--- config.mk ---
export PLATFORM = sky130hd
export DESIGN_NAME = ords_top
export DESIGN_NICKNAME = d
export VERILOG_FILES = /design/src/design/ords_sync.v /design/src/design/ords_top.v
export VERILOG_INCLUDE_DIRS = /design/src /design/src/design
export SDC_FILE = /design/constraint.sdc
export NUM_CORES = 1
export LEC_CHECK = 0
export BUFFER_PORTS_ARGS = -buffer_cell sky130_fd_sc_hd__buf_2
export CAP_MARGIN = 30
export CORE_ASPECT_RATIO = 1.25
export CORE_MARGIN = 2
export CORE_UTILIZATION = 54
export CTS_CLUSTER_DIAMETER = 80
export DETAILED_ROUTE_END_ITERATION = 6
export PLACE_DENSITY = 0.78
export SYNTH_ARGS = -nofsm -noshare
export SYNTH_HDL_FRONTEND = slang
export SYNTH_SLANG_ARGS = --single-unit
--- constraint.sdc ---
create_clock -name mclk -period 2.25 [get_ports mclk]
set_clock_uncertainty 0.1 [all_clocks]
set_input_delay 0.1125 -clock mclk [delete_from_list [all_inputs] [get_ports mclk]]
set_output_delay 0.1125 -clock mclk [all_outputs]
set_load 0.01 [all_outputs]
--- src/design/ords_regs.vh ---
// constants for the display reset defaults and serial command port
`ifndef ORDS_REGS_VH
`define ORDS_REGS_VH
`define ORDS_CONTRAST_RST 8'h49
`define ORDS_MUX_96 7'h5f
`define ORDS_START_RST 7'h00
`define ORDS_COL_RST 7'h00
`define ORDS_BITS_PER_BYTE 4'h8
`define ORDS_CMD_DISP_OFF 8'hae
`define ORDS_CMD_DISP_ON 8'haf
`define ORDS_CMD_FOLLOW_RAM 8'ha4
`define ORDS_CMD_ALL_ON 8'ha5
`define ORDS_CMD_NORMAL 8'ha6
`define ORDS_CMD_INVERSE 8'ha7
`define ORDS_CMD_REMAP_OFF 8'ha0
`define ORDS_CMD_REMAP_ON 8'ha1
`define ORDS_CMD_SCAN_NORM 8'hc0
`define ORDS_CMD_SCAN_REV 8'hc8
`define ORDS_CMD_CONTRAST 8'h81
`define ORDS_CMD_MUX 8'ha8
`define ORDS_START_BASE 8'h40
`define ORDS_COL_LAST 7'h5f
`endif

--- src/design/ords_sync.v ---
// two flip-flop synchroniser for the serial pins
`timescale 1ns/1ns
`default_nettype none
module ords_sync #(
  parameter W = 4
) (
  input wire mclk, // system clock
  input wire rst_n, // synchronous reset, active low
  input wire [W-1:0] din, // asynchronous pins
  output reg [W-1:0] dout // synchronised copies
);
  reg [W-1:0] meta; // first stage, read only by dout

  // two stages per bit; reset holds idle-high levels
  always @(posedge mclk) begin
    if (!rst_n) begin
      meta <= {W{1'b1}};
      dout <= {W{1'b1}};
    end else begin
      meta <= din;
      dout <= meta;
    end
  end
endmodule
`default_nettype wire

--- src/design/ords_top.v ---
// serial command/data port and display state of the display driver
`timescale 1ns/1ns
`default_nettype none
`include "ords_regs.vh"
module ords_top (
  input wire mclk, // 10 MHz system clock
  input wire rst_n, // synchronous reset, active low
  input wire panel_init_n, // panel reset pin, active low
  input wire cs_n, // chip select pin, active low
  input wire cmd_data_select, // low command, high data
  input wire sclk, // serial shift clock pin
  input wire sdin, // serial data pin
  output reg display_on, // panel drive enabled
  output reg [6:0] mux_ratio, // multiplex ratio minus one
  output reg seg_remap, // first_segment_driver remap
  output reg com_remap, // first_common_driver remap
  output reg scan_reverse, // common scan reversed
  output reg [6:0] start_line, // display start line
  output reg [6:0] col_addr, // column address counter
  output reg [7:0] contrast, // contrast setting
  output reg all_on, // entire display on, ignore memory
  output reg inverse, // inverse display
  output reg cmd_strobe, // one-cycle pulse, command byte
  output reg data_strobe, // one-cycle pulse, data byte
  output reg [7:0] rx_byte, // last received byte
  output reg [7:0] data_out, // data byte to memory
  output reg [6:0] data_col // column for data_out
);

  ////////////////////////////////////////////////////////////////////
  // pin synchronisation
  // every host pin arrives with no relation to mclk, so each one passes
  // two flip-flops before any logic looks at it; all five share the
  // same delay, which keeps data and select aligned with the shift
  // clock as the edge detector below sees it
  wire [4:0] pins_s; // synchronised pins
  ords_sync #(.W(5)) u_sync (
    .mclk(mclk),
    .rst_n(rst_n),
    .din({panel_init_n, cs_n, cmd_data_select, sclk, sdin}),
    .dout(pins_s)
  );
  wire init_n_s = pins_s[4]; // panel reset level
  wire cs_n_s = pins_s[3]; // select level
  wire sel_s = pins_s[2]; // command/data level
  wire sclk_s = pins_s[1]; // shift clock level
  wire sdin_s = pins_s[0]; // data level

  // edge detection on the synchronised shift clock; the previous level
  // resets high, the idle level of the pin, so no false edge follows
  reg sclk_d; // previous shift clock
  wire sclk_rise = sclk_s & ~sclk_d; // rising shift edge
  // the panel reset pin acts like the system reset, but is seen two
  // cycles late because it passes the synchroniser first
  wire clr = ~rst_n | ~init_n_s; // either reset

  ////////////////////////////////////////////////////////////////////
  // serial shift register
  // seven bits are held; the eighth goes straight into the completed
  // byte, so a byte is handed on in the cycle after its last edge.
  // a deselect clears only the bit count: stale bits in shreg are
  // shifted out by the next seven edges and never reach a byte
  reg [6:0] shreg; // partial byte
  reg [3:0] bitcnt; // bits gathered
  reg byte_done; // byte completed this cycle
  reg byte_is_data; // its command/data level
  reg [7:0] byte_val; // completed byte

  // shifts msb first on rising clock while selected
  // a bit is taken only on a detected rise while the synchronised
  // select is low; the host must hold each clock level for at least
  // two mclk cycles or a pulse may slip between two samples and
  // the byte would come up one bit short
  always @(posedge mclk) begin
    if (clr) begin
      sclk_d <= 1'b1;
      shreg <= 7'h00;
      bitcnt <= 4'h0;
      byte_done <= 1'b0;
      byte_is_data <= 1'b0;
      byte_val <= 8'h00;
    end else begin
      sclk_d <= sclk_s;
      byte_done <= 1'b0;
      // deselect drops any partial byte
      if (cs_n_s) begin
        bitcnt <= 4'h0;
      end else if (sclk_rise) begin
        shreg <= {shreg[5:0], sdin_s};
        // eighth bit: hand the byte on with its select level
        if (bitcnt == `ORDS_BITS_PER_BYTE - 4'h1) begin
          bitcnt <= 4'h0;
          byte_done <= 1'b1;
          byte_val <= {shreg, sdin_s};
          byte_is_data <= sel_s;
        end else begin
          bitcnt <= bitcnt + 4'h1;
        end
      end
    end
  end

  ////////////////////////////////////////////////////////////////////
  // command interpreter
  // two opcodes take the following command byte as their argument; the
  // interpreter waits for it in a state of its own, so an argument is
  // never decoded as an opcode. data bytes leave that state untouched.
  // opcodes not decoded here are ignored and leave all state as it
  // was, which keeps an init sequence with extra opcodes harmless
  localparam ST_IDLE = 3'b001; // expecting opcode
  localparam ST_CONTRAST = 3'b010; // expecting contrast value
  localparam ST_MUX = 3'b100; // expecting multiplex value
  reg [2:0] state; // interpreter state

  // decodes command bytes and handles data writes
  // outside the two resets, every state output changes only on the cycle of a completed byte,
  // together with its strobe, so a consumer may latch on the strobe
  // and needs no other qualifier
  always @(posedge mclk) begin
    if (clr) begin
      // both resets restore the power-on defaults
      state <= ST_IDLE;
      display_on <= 1'b0;
      mux_ratio <= `ORDS_MUX_96;
      seg_remap <= 1'b0;
      com_remap <= 1'b0;
      start_line <= `ORDS_START_RST;
      col_addr <= `ORDS_COL_RST;
      scan_reverse <= 1'b0;
      contrast <= `ORDS_CONTRAST_RST;
      all_on <= 1'b0;
      inverse <= 1'b0;
      cmd_strobe <= 1'b0;
      data_strobe <= 1'b0;
      rx_byte <= 8'h00;
      data_out <= 8'h00;
      data_col <= 7'h00;
    end else begin
      // strobes default low, so each lasts one cycle
      cmd_strobe <= 1'b0;
      data_strobe <= 1'b0;
      if (byte_done) begin
        rx_byte <= byte_val;
        if (byte_is_data) begin
          // data byte: write at column, then advance
          // the column wraps after the last one, so a full row of
          // data needs no new column command
          data_strobe <= 1'b1;
          data_out <= byte_val;
          data_col <= col_addr;
          if (col_addr == `ORDS_COL_LAST) begin
            col_addr <= 7'h00;
          end else begin
            col_addr <= col_addr + 7'h01;
          end
        end else begin
          cmd_strobe <= 1'b1;
          case (state)
            // argument byte of the contrast opcode
            ST_CONTRAST: begin
              contrast <= byte_val;
              state <= ST_IDLE;
            end
            // argument byte of the multiplex opcode
            ST_MUX: begin
              mux_ratio <= byte_val[6:0];
              state <= ST_IDLE;
            end
            // opcode byte
            default: begin
              state <= ST_IDLE;
              // single-byte opcodes set or clear one mode each, the two scan opcodes two
              if (byte_val == `ORDS_CMD_DISP_OFF) begin
                display_on <= 1'b0;
              end else if (byte_val == `ORDS_CMD_DISP_ON) begin
                display_on <= 1'b1;
              end else if (byte_val == `ORDS_CMD_FOLLOW_RAM) begin
                all_on <= 1'b0;
              end else if (byte_val == `ORDS_CMD_ALL_ON) begin
                all_on <= 1'b1;
              end else if (byte_val == `ORDS_CMD_NORMAL) begin
                inverse <= 1'b0;
              end else if (byte_val == `ORDS_CMD_INVERSE) begin
                inverse <= 1'b1;
              end else if (byte_val == `ORDS_CMD_REMAP_OFF) begin
                seg_remap <= 1'b0;
              end else if (byte_val == `ORDS_CMD_REMAP_ON) begin
                seg_remap <= 1'b1;
              end else if (byte_val == `ORDS_CMD_SCAN_NORM) begin
                scan_reverse <= 1'b0;
                com_remap <= 1'b0;
              end else if (byte_val == `ORDS_CMD_SCAN_REV) begin
                scan_reverse <= 1'b1;
                com_remap <= 1'b1;
              end else if (byte_val == `ORDS_CMD_CONTRAST) begin
                state <= ST_CONTRAST;
              end else if (byte_val == `ORDS_CMD_MUX) begin
                state <= ST_MUX;
              end else if (byte_val[7:6] == 2'b01) begin
                start_line <= {1'b0, byte_val[5:0]};
              end
            end
          endcase
        end
      end
    end
  end
endmodule
`default_nettype wire

# Word level (Yosys, flattened, before mapping)
# Cells that the tools add are included.
dict set report classes {
  add_sub_neg 2
  n_eq_ne 17
  muxes 28
  bitwise_logic 22
  n_reduce_logical 21
}
# operator count
set op_table {}
lappend op_table {{equality test 8 bit (second input constant)} 12}
lappend op_table {{two-way mux 3 bit} 13}
lappend op_table {{inverter 1 bit} 20}
lappend op_table {{AND reduction 16 bit} 1}
lappend op_table {{two-way mux 1 bit} 13}
lappend op_table {{AND reduction 12 bit} 1}
lappend op_table {{AND reduction 10 bit} 1}
lappend op_table {{nonzero test 2 bit} 5}
lappend op_table {{AND reduction 3 bit} 3}
lappend op_table {{AND reduction 8 bit} 1}
lappend op_table {{adder 7 x 1 -> 7 bit (second input constant)} 1}
lappend op_table {{equality test 7 bit (second input constant)} 1}
lappend op_table {{two-way mux 7 bit} 1}
lappend op_table {{AND reduction 2 bit} 3}
lappend op_table {{AND reduction 6 bit} 1}
lappend op_table {{OR reduction 2 bit} 3}
lappend op_table {{adder 4 x 1 -> 4 bit (second input constant)} 1}
lappend op_table {{equality test 4 x 3 -> 1 bit (second input constant)} 1}
lappend op_table {{two-way mux 4 bit} 1}
lappend op_table {{AND reduction 4 bit} 1}
lappend op_table {{equality test 3 x 2 -> 1 bit (second input constant)} 1}
lappend op_table {{equality test 3 bit (second input constant)} 1}
lappend op_table {{OR reduction 3 bit} 1}
lappend op_table {{equality test 2 x 1 -> 1 bit (second input constant)} 1}
lappend op_table {{other kinds (2)} 2}
dict set report totals {
  ff_bits 93
  inputBits 7
  output_inout_bits 60
  elab_cells 113
}

# Logic depth before layout (Yosys ltp)
# Gate-level depths: netlist of the first run.
dict set report depth {
  depth_word 14
  ltp_mapped 6
  ltp_nobuf 5
}

# Cells and area by module
# A second synthesis of the first run with hierarchy kept.
dict set report hier_totals {
  hier_cells 368
  hier_area_um2 3470.8
}
# mod instances cells_per_inst area_per_inst_um2
set by_module_without_submodules {}
lappend by_module_without_submodules {ords_top 1 348 3208.1}
lappend by_module_without_submodules {ords_sync 1 20 262.8}

# Least setup slack after synthesis of the first run
# OpenSTA, ideal clock, no wires.
dict set report synth_path {
  kind {register -> register}
  from {register byte_val[1]}
  to {register seg_remap}
  arrival_ns 1.629
  required_time_ns 2.021
  setup_slack_ns 0.392
  stages_incl_launch_ff 6
  period_less_slack_ns 1.858
  path_cell_list {dfxtp_1 buf_6 or4b_4 or4b_4 o211ai_2 o31ai_2}
}
dict set report synth_via {
  elab_chain_len 3
  word_cells_on_any_way 17
  classes_between {eq/ne (8); mux (1); bitwise (6); reduce/logical (2)}
}
# element line_no
set synth_lines {}
lappend synth_lines {{from (decl)} ords_top.v:67} ;# reg [7:0] byte_val;
lappend synth_lines {{from (signal assigned)} ords_top.v:94} ;# byte_val <= {shreg, sdin_s};
lappend synth_lines {{equality test 8 bit (no line)} -}
lappend synth_lines {{nonzero test 2 bit (no line) or inverter 1 bit (tied branches)} -}
lappend synth_lines {{AND reduction 10 bit (no line)} -}
lappend synth_lines {{to (signal assigned)} ords_top.v:125} ;# seg_remap <= 1'b0;
lappend synth_lines {{to (signal assigned)} ords_top.v:186} ;# seg_remap <= 1'b0;
lappend synth_lines {{to (signal assigned)} ords_top.v:188} ;# seg_remap <= 1'b1;
lappend synth_lines {{to (decl)} ords_top.v:15} ;# output reg seg_remap,
# Parallel ways exist; a longest one is shown, timed or not.
# A chain may end at the register's enable or synchronous reset.

# Final worst setup path of the first run
dict set report layout_path {
  from {register byte_val[7]}
  to {register seg_remap}
}
# Same word-level chain as after synthesis.

==> impl_results.html, run 1 <==
<table>
<tr><th>Metric</th><th>Value</th></tr>
<tr><th colspan="2">Critical path</th></tr>
<tr><td>Required time of the critical path</td><td>2.40 ns</td></tr>
<tr><td>CP max stage delay</td><td>roughly 0.53 ns</td></tr>
<tr><td>CP cell instances</td><td>or4b_4, or4b_4, o211ai_2, o31ai_2</td></tr>
<tr><td>CP Data Arrival Time</td><td>2.11 ns</td></tr>
<tr><td>Worst setup EP type</td><td>flip-flop</td></tr>
<tr><td>Dominant delay contributor by cell family on the critical path</td><td>simple AND/OR/NAND/NOR gates</td></tr>
<tr><td>Most frequent cell on the critical path</td><td>sky130_fd_sc_hd__or4b_4</td></tr>
<tr><td>CP Launch Type</td><td>flip-flop</td></tr>
<tr><td>WP buf/inv</td><td>0</td></tr>
<tr><td>Slowest stage cell on the critical path</td><td>sky130_fd_sc_hd__or4b_4</td></tr>
<tr><td>Critical setup path kind</td><td>flip-flop to flip-flop</td></tr>
<tr><td>Highest fanout seen on the critical path</td><td>7</td></tr>
<tr><th colspan="2">Synth</th></tr>
<tr><td>Cell area after synthesis</td><td>~3500 µm²</td></tr>
<tr><td>Number of synthesized flops with an enable pin</td><td>0</td></tr>
<tr><td>Most used DFF post-synth</td><td>sky130_fd_sc_hd__dfxtp_1</td></tr>
<tr><td>Post-synthesis sequential element count</td><td>just over 90</td></tr>
<tr><td>Warning count from the yosys run</td><td>0</td></tr>
<tr><td>Average instance area after synthesis</td><td>9.35 µm²</td></tr>
<tr><td>Ys async rst share</td><td>0%</td></tr>
<tr><td>Cells after synthesis</td><td>between 300 and 400</td></tr>
<tr><td>Net count of the mapped netlist</td><td>approximately 380</td></tr>
<tr><td>Count of distinct cell types in the synthesized netlist</td><td>~40</td></tr>
<tr><td>Seq/Total Area, Yosys</td><td>a little over half</td></tr>
<tr><th colspan="2">Clock tree</th></tr>
<tr><td>CTS tree</td><td>built</td></tr>
<tr><td>Clk Latency, worst-skew pair</td><td>around 0.36 ns</td></tr>
<tr><td>Number of clock buffers inserted by TritonCTS</td><td>9</td></tr>
<tr><td>Number of sinks driven by the clock tree</td><td>93</td></tr>
<tr><td>Maximum clock insertion buffer count</td><td>2</td></tr>
<tr><td>CTS clock-pin slew for the worst setup and hold paths</td><td>~0.09 ns</td></tr>
<tr><td>Count of buffers added by post-CTS timing repair for setup</td><td>0</td></tr>
<tr><td>Depth of the CTS H-tree</td><td>3</td></tr>
<tr><td>Root buf cell</td><td>sky130_fd_sc_hd__clkbuf_8</td></tr>
<tr><th colspan="2">Timing</th></tr>
<tr><td>Unrepaired setup endpoints after global routing</td><td>false</td></tr>
<tr><td>Setup tns final</td><td>0 ns</td></tr>
<tr><td>Normalized max-slew margin</td><td>between 60% and 70%</td></tr>
<tr><td>Setup-failing EPs final</td><td>0</td></tr>
<tr><td>Number of failing hold endpoints at the final stage</td><td>0</td></tr>
<tr><td>Part of the cycle the worst path needs</td><td>~87%</td></tr>
<tr><td>Worst Setup Slack, final</td><td>0.289 ns</td></tr>
<tr><td>Max-slew violation total from the final report</td><td>0</td></tr>
<tr><td>Highest clock frequency the design can meet</td><td>between 500 and 600 MHz</td></tr>
<tr><td>Fin crit period</td><td>~2 ns</td></tr>
<tr><td>Transition at the pin with the smallest max-transition slack</td><td>around 0.57 ns</td></tr>
<tr><th colspan="2">Cells and area</th></tr>
<tr><td>Layout overhead on the synthesized area</td><td>20.9%</td></tr>
<tr><td>Antenna cell count</td><td>0</td></tr>
<tr><td>Layout cells sized above 1</td><td>between 20% and 30%</td></tr>
<tr><td>Layout fillers</td><td>~500</td></tr>
<tr><td>Final Net Count</td><td>451</td></tr>
<tr><th colspan="2">Power</th></tr>
<tr><td>Power density normalized to cell area</td><td>roughly 710 nW/µm²</td></tr>
<tr><td>Overall Power</td><td>~3.0 mW</td></tr>
<tr><td>LEAKAGE</td><td>between 1.5 and 2 nW</td></tr>
<tr><td>IR drop worst, VDD</td><td>around 500 µV</td></tr>
<tr><th colspan="2">Routing</th></tr>
<tr><td>Average via count per standard cell</td><td>about 5.3</td></tr>
<tr><td>Aggregate routed wire length</td><td>between 7000 and 8000 µm</td></tr>
<tr><td>Number of nets with antenna violations after detailed routing</td><td>0</td></tr>
<tr><td>First drt pass iteration count</td><td>6</td></tr>
<tr><td>Drc violations</td><td>0</td></tr>
<tr><td>Wirelength per Cell</td><td>approximately 15 µm</td></tr>
<tr><td>Routed via count</td><td>2797</td></tr>
<tr><td>Number of DRC markers after the initial detailed-route iteration</td><td>between 100 and 150</td></tr>
<tr><th colspan="2">GRT</th></tr>
<tr><td>Antenna violations before repair</td><td>0</td></tr>
<tr><td>Pin count of the biggest net entering global routing</td><td>32</td></tr>
<tr><td>Total overflow reported by the global router</td><td>0</td></tr>
<tr><td>Global-route wire length before repair</td><td>between 10000 and 15000 µm</td></tr>
<tr><td>Overall Global Routing Usage</td><td>23.1%</td></tr>
<tr><td>Vias in the first global route</td><td>2691</td></tr>
<tr><th colspan="2">Placed design</th></tr>
<tr><td>Post-detail-place hpwl</td><td>5300 µm</td></tr>
<tr><td>Placement Setup Slack</td><td>0.299 ns</td></tr>
<tr><td>PortBufs</td><td>65</td></tr>
<tr><td>Global placement routability congestion</td><td>slightly above 0.8</td></tr>
<tr><th colspan="2">Flow run</th></tr>
<tr><td>Max-cap check violation count</td><td>0</td></tr>
<tr><th colspan="2">Die</th></tr>
<tr><td>Die area</td><td>7120 µm²</td></tr>
<tr><td>Die width</td><td>between 70 and 80 µm</td></tr>
<tr><td>Initial core utilization</td><td>a little under three fifths</td></tr>
<tr><td>Height of the die</td><td>about 94 µm</td></tr>
<tr><td>Core Region</td><td>6210 µm²</td></tr>
<tr><td>Number of placement rows</td><td>32</td></tr>
<tr><td>Top-level I/O count</td><td>67</td></tr>
<tr><th colspan="2">Status</th></tr>
<tr><td>Status</td><td>complete, no violations</td></tr>
<tr><th colspan="2">Min path</th></tr>
<tr><td>HP Class</td><td>flip-flop to flip-flop</td></tr>
</table>
## cells by family after synthesis
group | Yosys count | share of synthesized area, %
simple gates | 156 | 20.8
flops | 93 | 53.4
mux | 44 | 12.7
compound gates | 40 | 6.89
buf+inv | 31 | 3.87
xor+xnor | 6 | 1.51
fa+ha+maj | 2 | 0.718
other cells | 1 | 0.108
## path summary, 6_finish.rpt
path,start,end,slack (ns),depth (start not counted)
worst max-delay path,byte_val[7],seg_remap,0.29,4
worst min register to register,u_sync.meta[4],u_sync.dout[4],0.31,1
worst min-delay path,u_sync.meta[4],u_sync.dout[4],0.31,1
worst max register to register,byte_val[7],seg_remap,0.29,4
## flip-flops by register name (all words and copies together) (netlist names), 3 cells and up
| register | flops |
|---|---|
| data_out | 8 |
| contrast | 8 |
| byte_val | 8 |
| bitcnt | 4 |
| shreg | 7 |
| u_sync.meta | 5 |
| mux_ratio | 7 |
| col_addr | 7 |
| start_line | 6 |
| rx_byte | 8 |
| data_col | 7 |
| u_sync.dout | 5 |
| state | 3 |
## cell type report
cell class / count / area (µm²) / share of cell area (%)
Clock buffer: 10 / 138 / 3.27
Clock inverter: 6 / 95.1 / 2.26
Inverter: 3 / 11.3 / 0.267
Multi-Input combinational cell: 249 / 1490 / 35.4
Sequential cell: 93 / 1860 / 44.2
Tap cell: 85 / 106 / 2.52
Timing Repair Buffer: 86 / 510 / 12.1
## layer usage
layer | wire [µm] | global-route usage (%) | up-vias
met1 | 3130 | 26.0 | 1319
li1 | - | - | 1380
met5 | 0 | 0 | -
met4 | 149 | 9.06 | 0
met2 | 4090 | 40.4 | 83
met3 | 394 | 5.90 | 15
## layout by cell type, fill, tap and decap left out, types with 2 or more instances in the layout
master,count
sky130_fd_sc_hd__buf_2,65
sky130_fd_sc_hd__dfxtp_1,93
sky130_fd_sc_hd__nor2b_1,2
sky130_fd_sc_hd__nand2_1,62
sky130_fd_sc_hd__nand3_1,9
sky130_fd_sc_hd__mux2i_1,43
sky130_fd_sc_hd__o211ai_1,2
sky130_fd_sc_hd__or4b_1,2
sky130_fd_sc_hd__inv_1,3
sky130_fd_sc_hd__clkbuf_8,10
sky130_fd_sc_hd__xor2_1,3
sky130_fd_sc_hd__nand4_1,3
sky130_fd_sc_hd__bufinv_16,2
sky130_fd_sc_hd__nor3b_1,2
sky130_fd_sc_hd__buf_4,10
sky130_fd_sc_hd__nor3_1,8
sky130_fd_sc_hd__nor2_1,44
sky130_fd_sc_hd__ha_1,2
sky130_fd_sc_hd__o21ai_1,2
sky130_fd_sc_hd__xnor2_1,3
sky130_fd_sc_hd__clkinv_4,3
sky130_fd_sc_hd__o21ai_0,10
sky130_fd_sc_hd__dlygate4sd3_1,11
sky130_fd_sc_hd__a21oi_1,19
sky130_fd_sc_hd__or4b_4,2
sky130_fd_sc_hd__and2_1,3
sky130_fd_sc_hd__nand2b_1,12
## synthesized netlist by cell type (all sizes together), types with 2 or more instances
cell type | count | area [µm²]
dfxtp | 93 | 1860
o21ai | 12 | 60.1
mux2i | 43 | 430
xor2 | 3 | 26.3
o211ai | 3 | 27.5
ha | 2 | 25.0
inv | 3 | 11.3
nor2b | 2 | 12.5
a21oi | 19 | 95.1
xnor2 | 3 | 26.3
nand2 | 63 | 236
nor2 | 44 | 165
nor3 | 8 | 40.0
buf | 9 | 52.5
and2 | 3 | 18.8
nand2b | 12 | 75.1
or4b | 4 | 47.6
nand4 | 3 | 18.8
clkbuf | 19 | 71.3
nand3 | 9 | 45.0
nor3b | 2 | 15.0
## power breakdown
part,switching [mW],total (mW),internal (mW)
clock network,0.590,1.26,0.666
logic,0.0449,0.0751,0.0302
registers,0.00362,1.66,1.65
## stage by stage
stage / hold slack (ns) / utilization, % / std cells / area [µm²]
detailed placement: 0.196 / 62.4 / 505 / 3870
global placement: 0.192 / 62.4 / 505 / 3870
global route: 0.323 / 67.9 / 532 / 4220
finish: 0.310 / 67.9 / 532 / 4220
floorplan: 0.114 / - / 373 / 3490
CTS: 0.312 / 67.9 / 532 / 4220
## what timing repair did
item	CTS	global route
hold endpoints to repair	10	0
hold buffers	11	0
resized for setup	0	0
(Power assumes the default switching activity.)
==> inputs of run 2 (changes only) <==
--- a/config.mk
+++ b/config.mk
@@ -11,8 +11,9 @@
 export CORE_ASPECT_RATIO = 1.25
 export CORE_MARGIN = 2
-export CORE_UTILIZATION = 54
+export CORE_UTILIZATION = 58
 export CTS_CLUSTER_DIAMETER = 80
 export DETAILED_ROUTE_END_ITERATION = 6
-export PLACE_DENSITY = 0.78
+export PLACE_DENSITY = 0.83
+export RECOVER_POWER = 25
 export SYNTH_ARGS = -nofsm -noshare
 export SYNTH_HDL_FRONTEND = slang
==> constraint.sdc (replaced) <==
create_clock -name mclk -period 2.45 [get_ports mclk]
set_clock_uncertainty 0.1 [all_clocks]
set_input_delay 0.1225 -clock mclk [delete_from_list [all_inputs] [get_ports mclk]]
set_output_delay 0.1225 -clock mclk [all_outputs]
set_load 0.02 [all_outputs]
==> run 2 against run 1 <==
Compared with the run above:
- fmax grew 0.49%
- worst setup slack gained 0.21 ns
- first-iteration DRC count grew 71%
- register-to-register slack gained 0.21 ns
- die area shrank 6.6%
- utilization grew 3.3 points
- clock power is essentially flat
- flip-flop and latch count is the same
- via count shrank 0.36%
==> impl_results.html, run 2 (synthesis gave the netlist of run 1 again) <==
<table>
<tr><th>Metric</th><th>Value</th></tr>
<tr><th colspan="2">Critical path</th></tr>
<tr><td>CP max stage delay</td><td>0.53 ns (about the same)</td></tr>
<tr><td>CP Launch Type</td><td>flip-flop</td></tr>
<tr><td>Most frequent cell on the critical path</td><td>sky130_fd_sc_hd__or4b_4</td></tr>
<tr><td>CP Data Arrival Time</td><td>2.10 ns (about the same)</td></tr>
<tr><td>Worst setup EP type</td><td>flip-flop</td></tr>
<tr><td>Critical setup path kind</td><td>flip-flop to flip-flop</td></tr>
<tr><td>Required time of the critical path</td><td>2.60 ns (+0.20 ns)</td></tr>
<tr><td>Highest fanout seen on the critical path</td><td>7 (unchanged)</td></tr>
<tr><td>CP cell instances</td><td>or4b_4, or4b_4, o211ai_2, o31ai_2</td></tr>
<tr><td>Slowest stage cell on the critical path</td><td>sky130_fd_sc_hd__or4b_4</td></tr>
<tr><th colspan="2">Die</th></tr>
<tr><td>Top-level I/O count</td><td>67 (unchanged)</td></tr>
<tr><td>Number of placement rows</td><td>31 (-3.1%)</td></tr>
<tr><td>Core Region</td><td>5820 µm² (-6.2%)</td></tr>
<tr><td>Height of the die</td><td>90.7 µm (-3.4%)</td></tr>
<tr><td>Die area</td><td>6650 µm² (-6.6%)</td></tr>
<tr><td>Die width</td><td>73.4 µm (-3.3%)</td></tr>
<tr><td>Initial core utilization</td><td>59.9% (+3.7 points)</td></tr>
<tr><th colspan="2">Status</th></tr>
<tr><td>Status</td><td>complete, no violations</td></tr>
<tr><th colspan="2">Routing</th></tr>
<tr><td>Drc violations</td><td>0 (unchanged)</td></tr>
<tr><td>Average via count per standard cell</td><td>5.48 (+4.1%)</td></tr>
<tr><td>Number of nets with antenna violations after detailed routing</td><td>0 (unchanged)</td></tr>
<tr><td>Routed via count</td><td>2787 (-0.36%)</td></tr>
<tr><td>Number of DRC markers after the initial detailed-route iteration</td><td>226 (+71%)</td></tr>
<tr><td>First drt pass iteration count</td><td>6 (unchanged)</td></tr>
<tr><td>Aggregate routed wire length</td><td>7680 µm (-1.1%)</td></tr>
<tr><td>Wirelength per Cell</td><td>15.1 µm (+3.4%)</td></tr>
<tr><th colspan="2">Placed design</th></tr>
<tr><td>Global placement routability congestion</td><td>0.831 (+1.8%)</td></tr>
<tr><td>Post-detail-place hpwl</td><td>5160 µm (-2.7%)</td></tr>
<tr><td>PortBufs</td><td>65 (unchanged)</td></tr>
<tr><th colspan="2">Timing</th></tr>
<tr><td>Unrepaired setup endpoints after global routing</td><td>false</td></tr>
<tr><td>Part of the cycle the worst path needs</td><td>79.7% (-7.5 points)</td></tr>
<tr><td>Max-slew violation total from the final report</td><td>0 (unchanged)</td></tr>
<tr><td>Fin crit period</td><td>1.95 ns (-0.00961 ns)</td></tr>
<tr><td>Transition at the pin with the smallest max-transition slack</td><td>0.585 ns (+0.0155 ns)</td></tr>
<tr><td>Normalized max-slew margin</td><td>60.8% (-1.2 points)</td></tr>
<tr><td>Setup-failing EPs final</td><td>0 (unchanged)</td></tr>
<tr><td>Highest clock frequency the design can meet</td><td>512 MHz (+0.49%)</td></tr>
<tr><td>Setup tns final</td><td>0 ns (unchanged)</td></tr>
<tr><td>Number of failing hold endpoints at the final stage</td><td>0 (unchanged)</td></tr>
<tr><th colspan="2">Cells and area</th></tr>
<tr><td>Multi-input logic area</td><td>1490 µm² (unchanged)</td></tr>
<tr><td>Most frequent standard cell in the layout excluding fill and tap cells</td><td>sky130_fd_sc_hd__dfxtp_1</td></tr>
<tr><td>Sequential cell area</td><td>1860 µm² (unchanged)</td></tr>
<tr><td>Layout fillers</td><td>456 (-9.5%)</td></tr>
<tr><td>Most frequent cells in the layout</td><td>sky130_fd_sc_hd__dfxtp_1 (93), sky130_fd_sc_hd__nand2_1 (62), sky130_fd_sc_hd__nor2_1 (44)</td></tr>
<tr><td>Layout cells sized above 1</td><td>14.0% (-8.2 points)</td></tr>
<tr><td>Antenna cell count</td><td>0 (unchanged)</td></tr>
<tr><td>Layout overhead on the synthesized area</td><td>18.8%</td></tr>
<tr><td>Final Net Count</td><td>448 (-0.67%)</td></tr>
<tr><th colspan="2">Power</th></tr>
<tr><td>Fraction of power consumed by sequential logic</td><td>54.0% (-1.5 points)</td></tr>
<tr><td>IR drop worst, VDD</td><td>417 µV (-17%)</td></tr>
<tr><td>Cell internal pwr</td><td>2.27 mW (-3.4%)</td></tr>
<tr><td>LEAKAGE</td><td>1.62 nW (-7.6%)</td></tr>
<tr><td>Share of total power in combinational logic</td><td>2.4% (about the same)</td></tr>
<tr><td>Share of total power in the clock network</td><td>43.6% (+1.6 points)</td></tr>
<tr><td>Power spent charging and discharging nets</td><td>0.547 mW (-14%)</td></tr>
<tr><td>Power density normalized to cell area</td><td>680 nW/µm² (-4.0%)</td></tr>
<tr><td>Switching power share of the total</td><td>19.4% (-1.9 points)</td></tr>
<tr><td>Overall Power</td><td>2.82 mW (-5.7%)</td></tr>
<tr><th colspan="2">Clock tree</th></tr>
<tr><td>CTS tree</td><td>built</td></tr>
<tr><td>Clk Latency, worst-skew pair</td><td>0.36 ns (about the same)</td></tr>
<tr><td>CTS clock-pin slew for the worst setup and hold paths</td><td>0.08 ns (about the same)</td></tr>
<tr><td>Number of sinks driven by the clock tree</td><td>93 (unchanged)</td></tr>
<tr><td>Maximum clock insertion buffer count</td><td>2 (unchanged)</td></tr>
<tr><td>Depth of the CTS H-tree</td><td>3 (unchanged)</td></tr>
<tr><td>Root buf cell</td><td>sky130_fd_sc_hd__clkbuf_8</td></tr>
<tr><td>Number of clock buffers inserted by TritonCTS</td><td>9 (unchanged)</td></tr>
<tr><th colspan="2">GRT</th></tr>
<tr><td>Met1 Usage GRT</td><td>28.5% (+2.5 points)</td></tr>
<tr><td>Pin count of the biggest net entering global routing</td><td>33 (+3.1%)</td></tr>
<tr><td>Met3 layer usage reported by global route</td><td>6.14% (+0.24 points)</td></tr>
<tr><td>Met2 layer usage reported by global route</td><td>42.1% (+1.7 points)</td></tr>
<tr><td>Overall Global Routing Usage</td><td>24.7% (+1.6 points)</td></tr>
<tr><td>Vias in the first global route</td><td>2620 (-2.6%)</td></tr>
<tr><td>Antenna violations before repair</td><td>0 (unchanged)</td></tr>
<tr><td>Total overflow reported by the global router</td><td>0 (unchanged)</td></tr>
<tr><td>Routing layer with the top usage in global route</td><td>met2</td></tr>
<tr><td>Global-route wire length before repair</td><td>12700 µm (+2.7%)</td></tr>
<tr><th colspan="2">Flow run</th></tr>
<tr><td>Max-cap check violation count</td><td>0 (unchanged)</td></tr>
<tr><th colspan="2">Min path</th></tr>
<tr><td>HP Class</td><td>flip-flop to flip-flop</td></tr>
</table>
[run 2: changes by cell type in the layout (fill, tap and decap cells not counted), sizes merged]
cell / delta
clkbuf: +34
buf: -36
inv: -1
clkinv: -2
bufinv: +1
[run 2: critical path, delay by kind of cell, from the launching register on]
family	cells	cell delay [ns]
and+or+nand+nor	2	1.04
AOI/OAI and AO/OA	2	0.24
DFF	1	0.47
[run 2: metal layers]
metal,wire [µm],share of wire [%],vias up
met1,3160,41,1312
met2,4000,52,80
met5,0,0,-
met3,326,4.2,22
met4,192,2.5,0
li1,-,-,1373
[run 2: power groups by stage]
stage	clock network, mW	registers (mW)	logic, mW
floorplan	0	1.56	0.0394
global placement	0	1.56	0.0502
detailed placement	0	1.56	0.0517
CTS	1.24	1.52	0.0650
global route	1.31	1.52	0.0731
finish	1.23	1.52	0.0665
[run 2: area by class of cell]
cell class	count	share of cell area [%]
sequential	93	45.0
inverter	3	0.272
tap	66	1.99
clock buffer	11	3.66
multi-input combinational	249	36.0
clock inverter	4	2.30
timing repair buffer	83	10.8
[run 2: what timing repair did]
item                      CTS  global route
hold endpoints to repair   10             0
gates resized for setup     0             0
hold buffers               11             0
buffers inserted            0             0
[run 2: path summary, 6_finish.rpt]
check / from / to / slack (ns) / depth (start not counted)
hold / removal: u_sync.meta[0] / u_sync.dout[0] / 0.32 / 1
hold reg to reg: u_sync.meta[0] / u_sync.dout[0] / 0.32 / 1
setup / recovery: byte_val[7] / seg_remap / 0.50 / 4
setup reg to reg: byte_val[7] / seg_remap / 0.50 / 4
[run 2: stage by stage]
| stage | area (µm²) | util (%) | hold WS (ns) | worst slack, ns | cells |
|---|---|---|---|---|---|
| after floorplan | 3490 | - | 0.124 | 0.592 | 373 |
| after global placement | 3830 | 65.8 | 0.203 | 0.564 | 483 |
| after detailed placement | 3830 | 65.8 | 0.206 | 0.527 | 483 |
| after CTS | 4180 | 71.9 | 0.323 | 0.523 | 509 |
| after global routing | 4140 | 71.2 | 0.339 | 0.439 | 509 |
| final | 4140 | 71.2 | 0.319 | 0.499 | 509 |
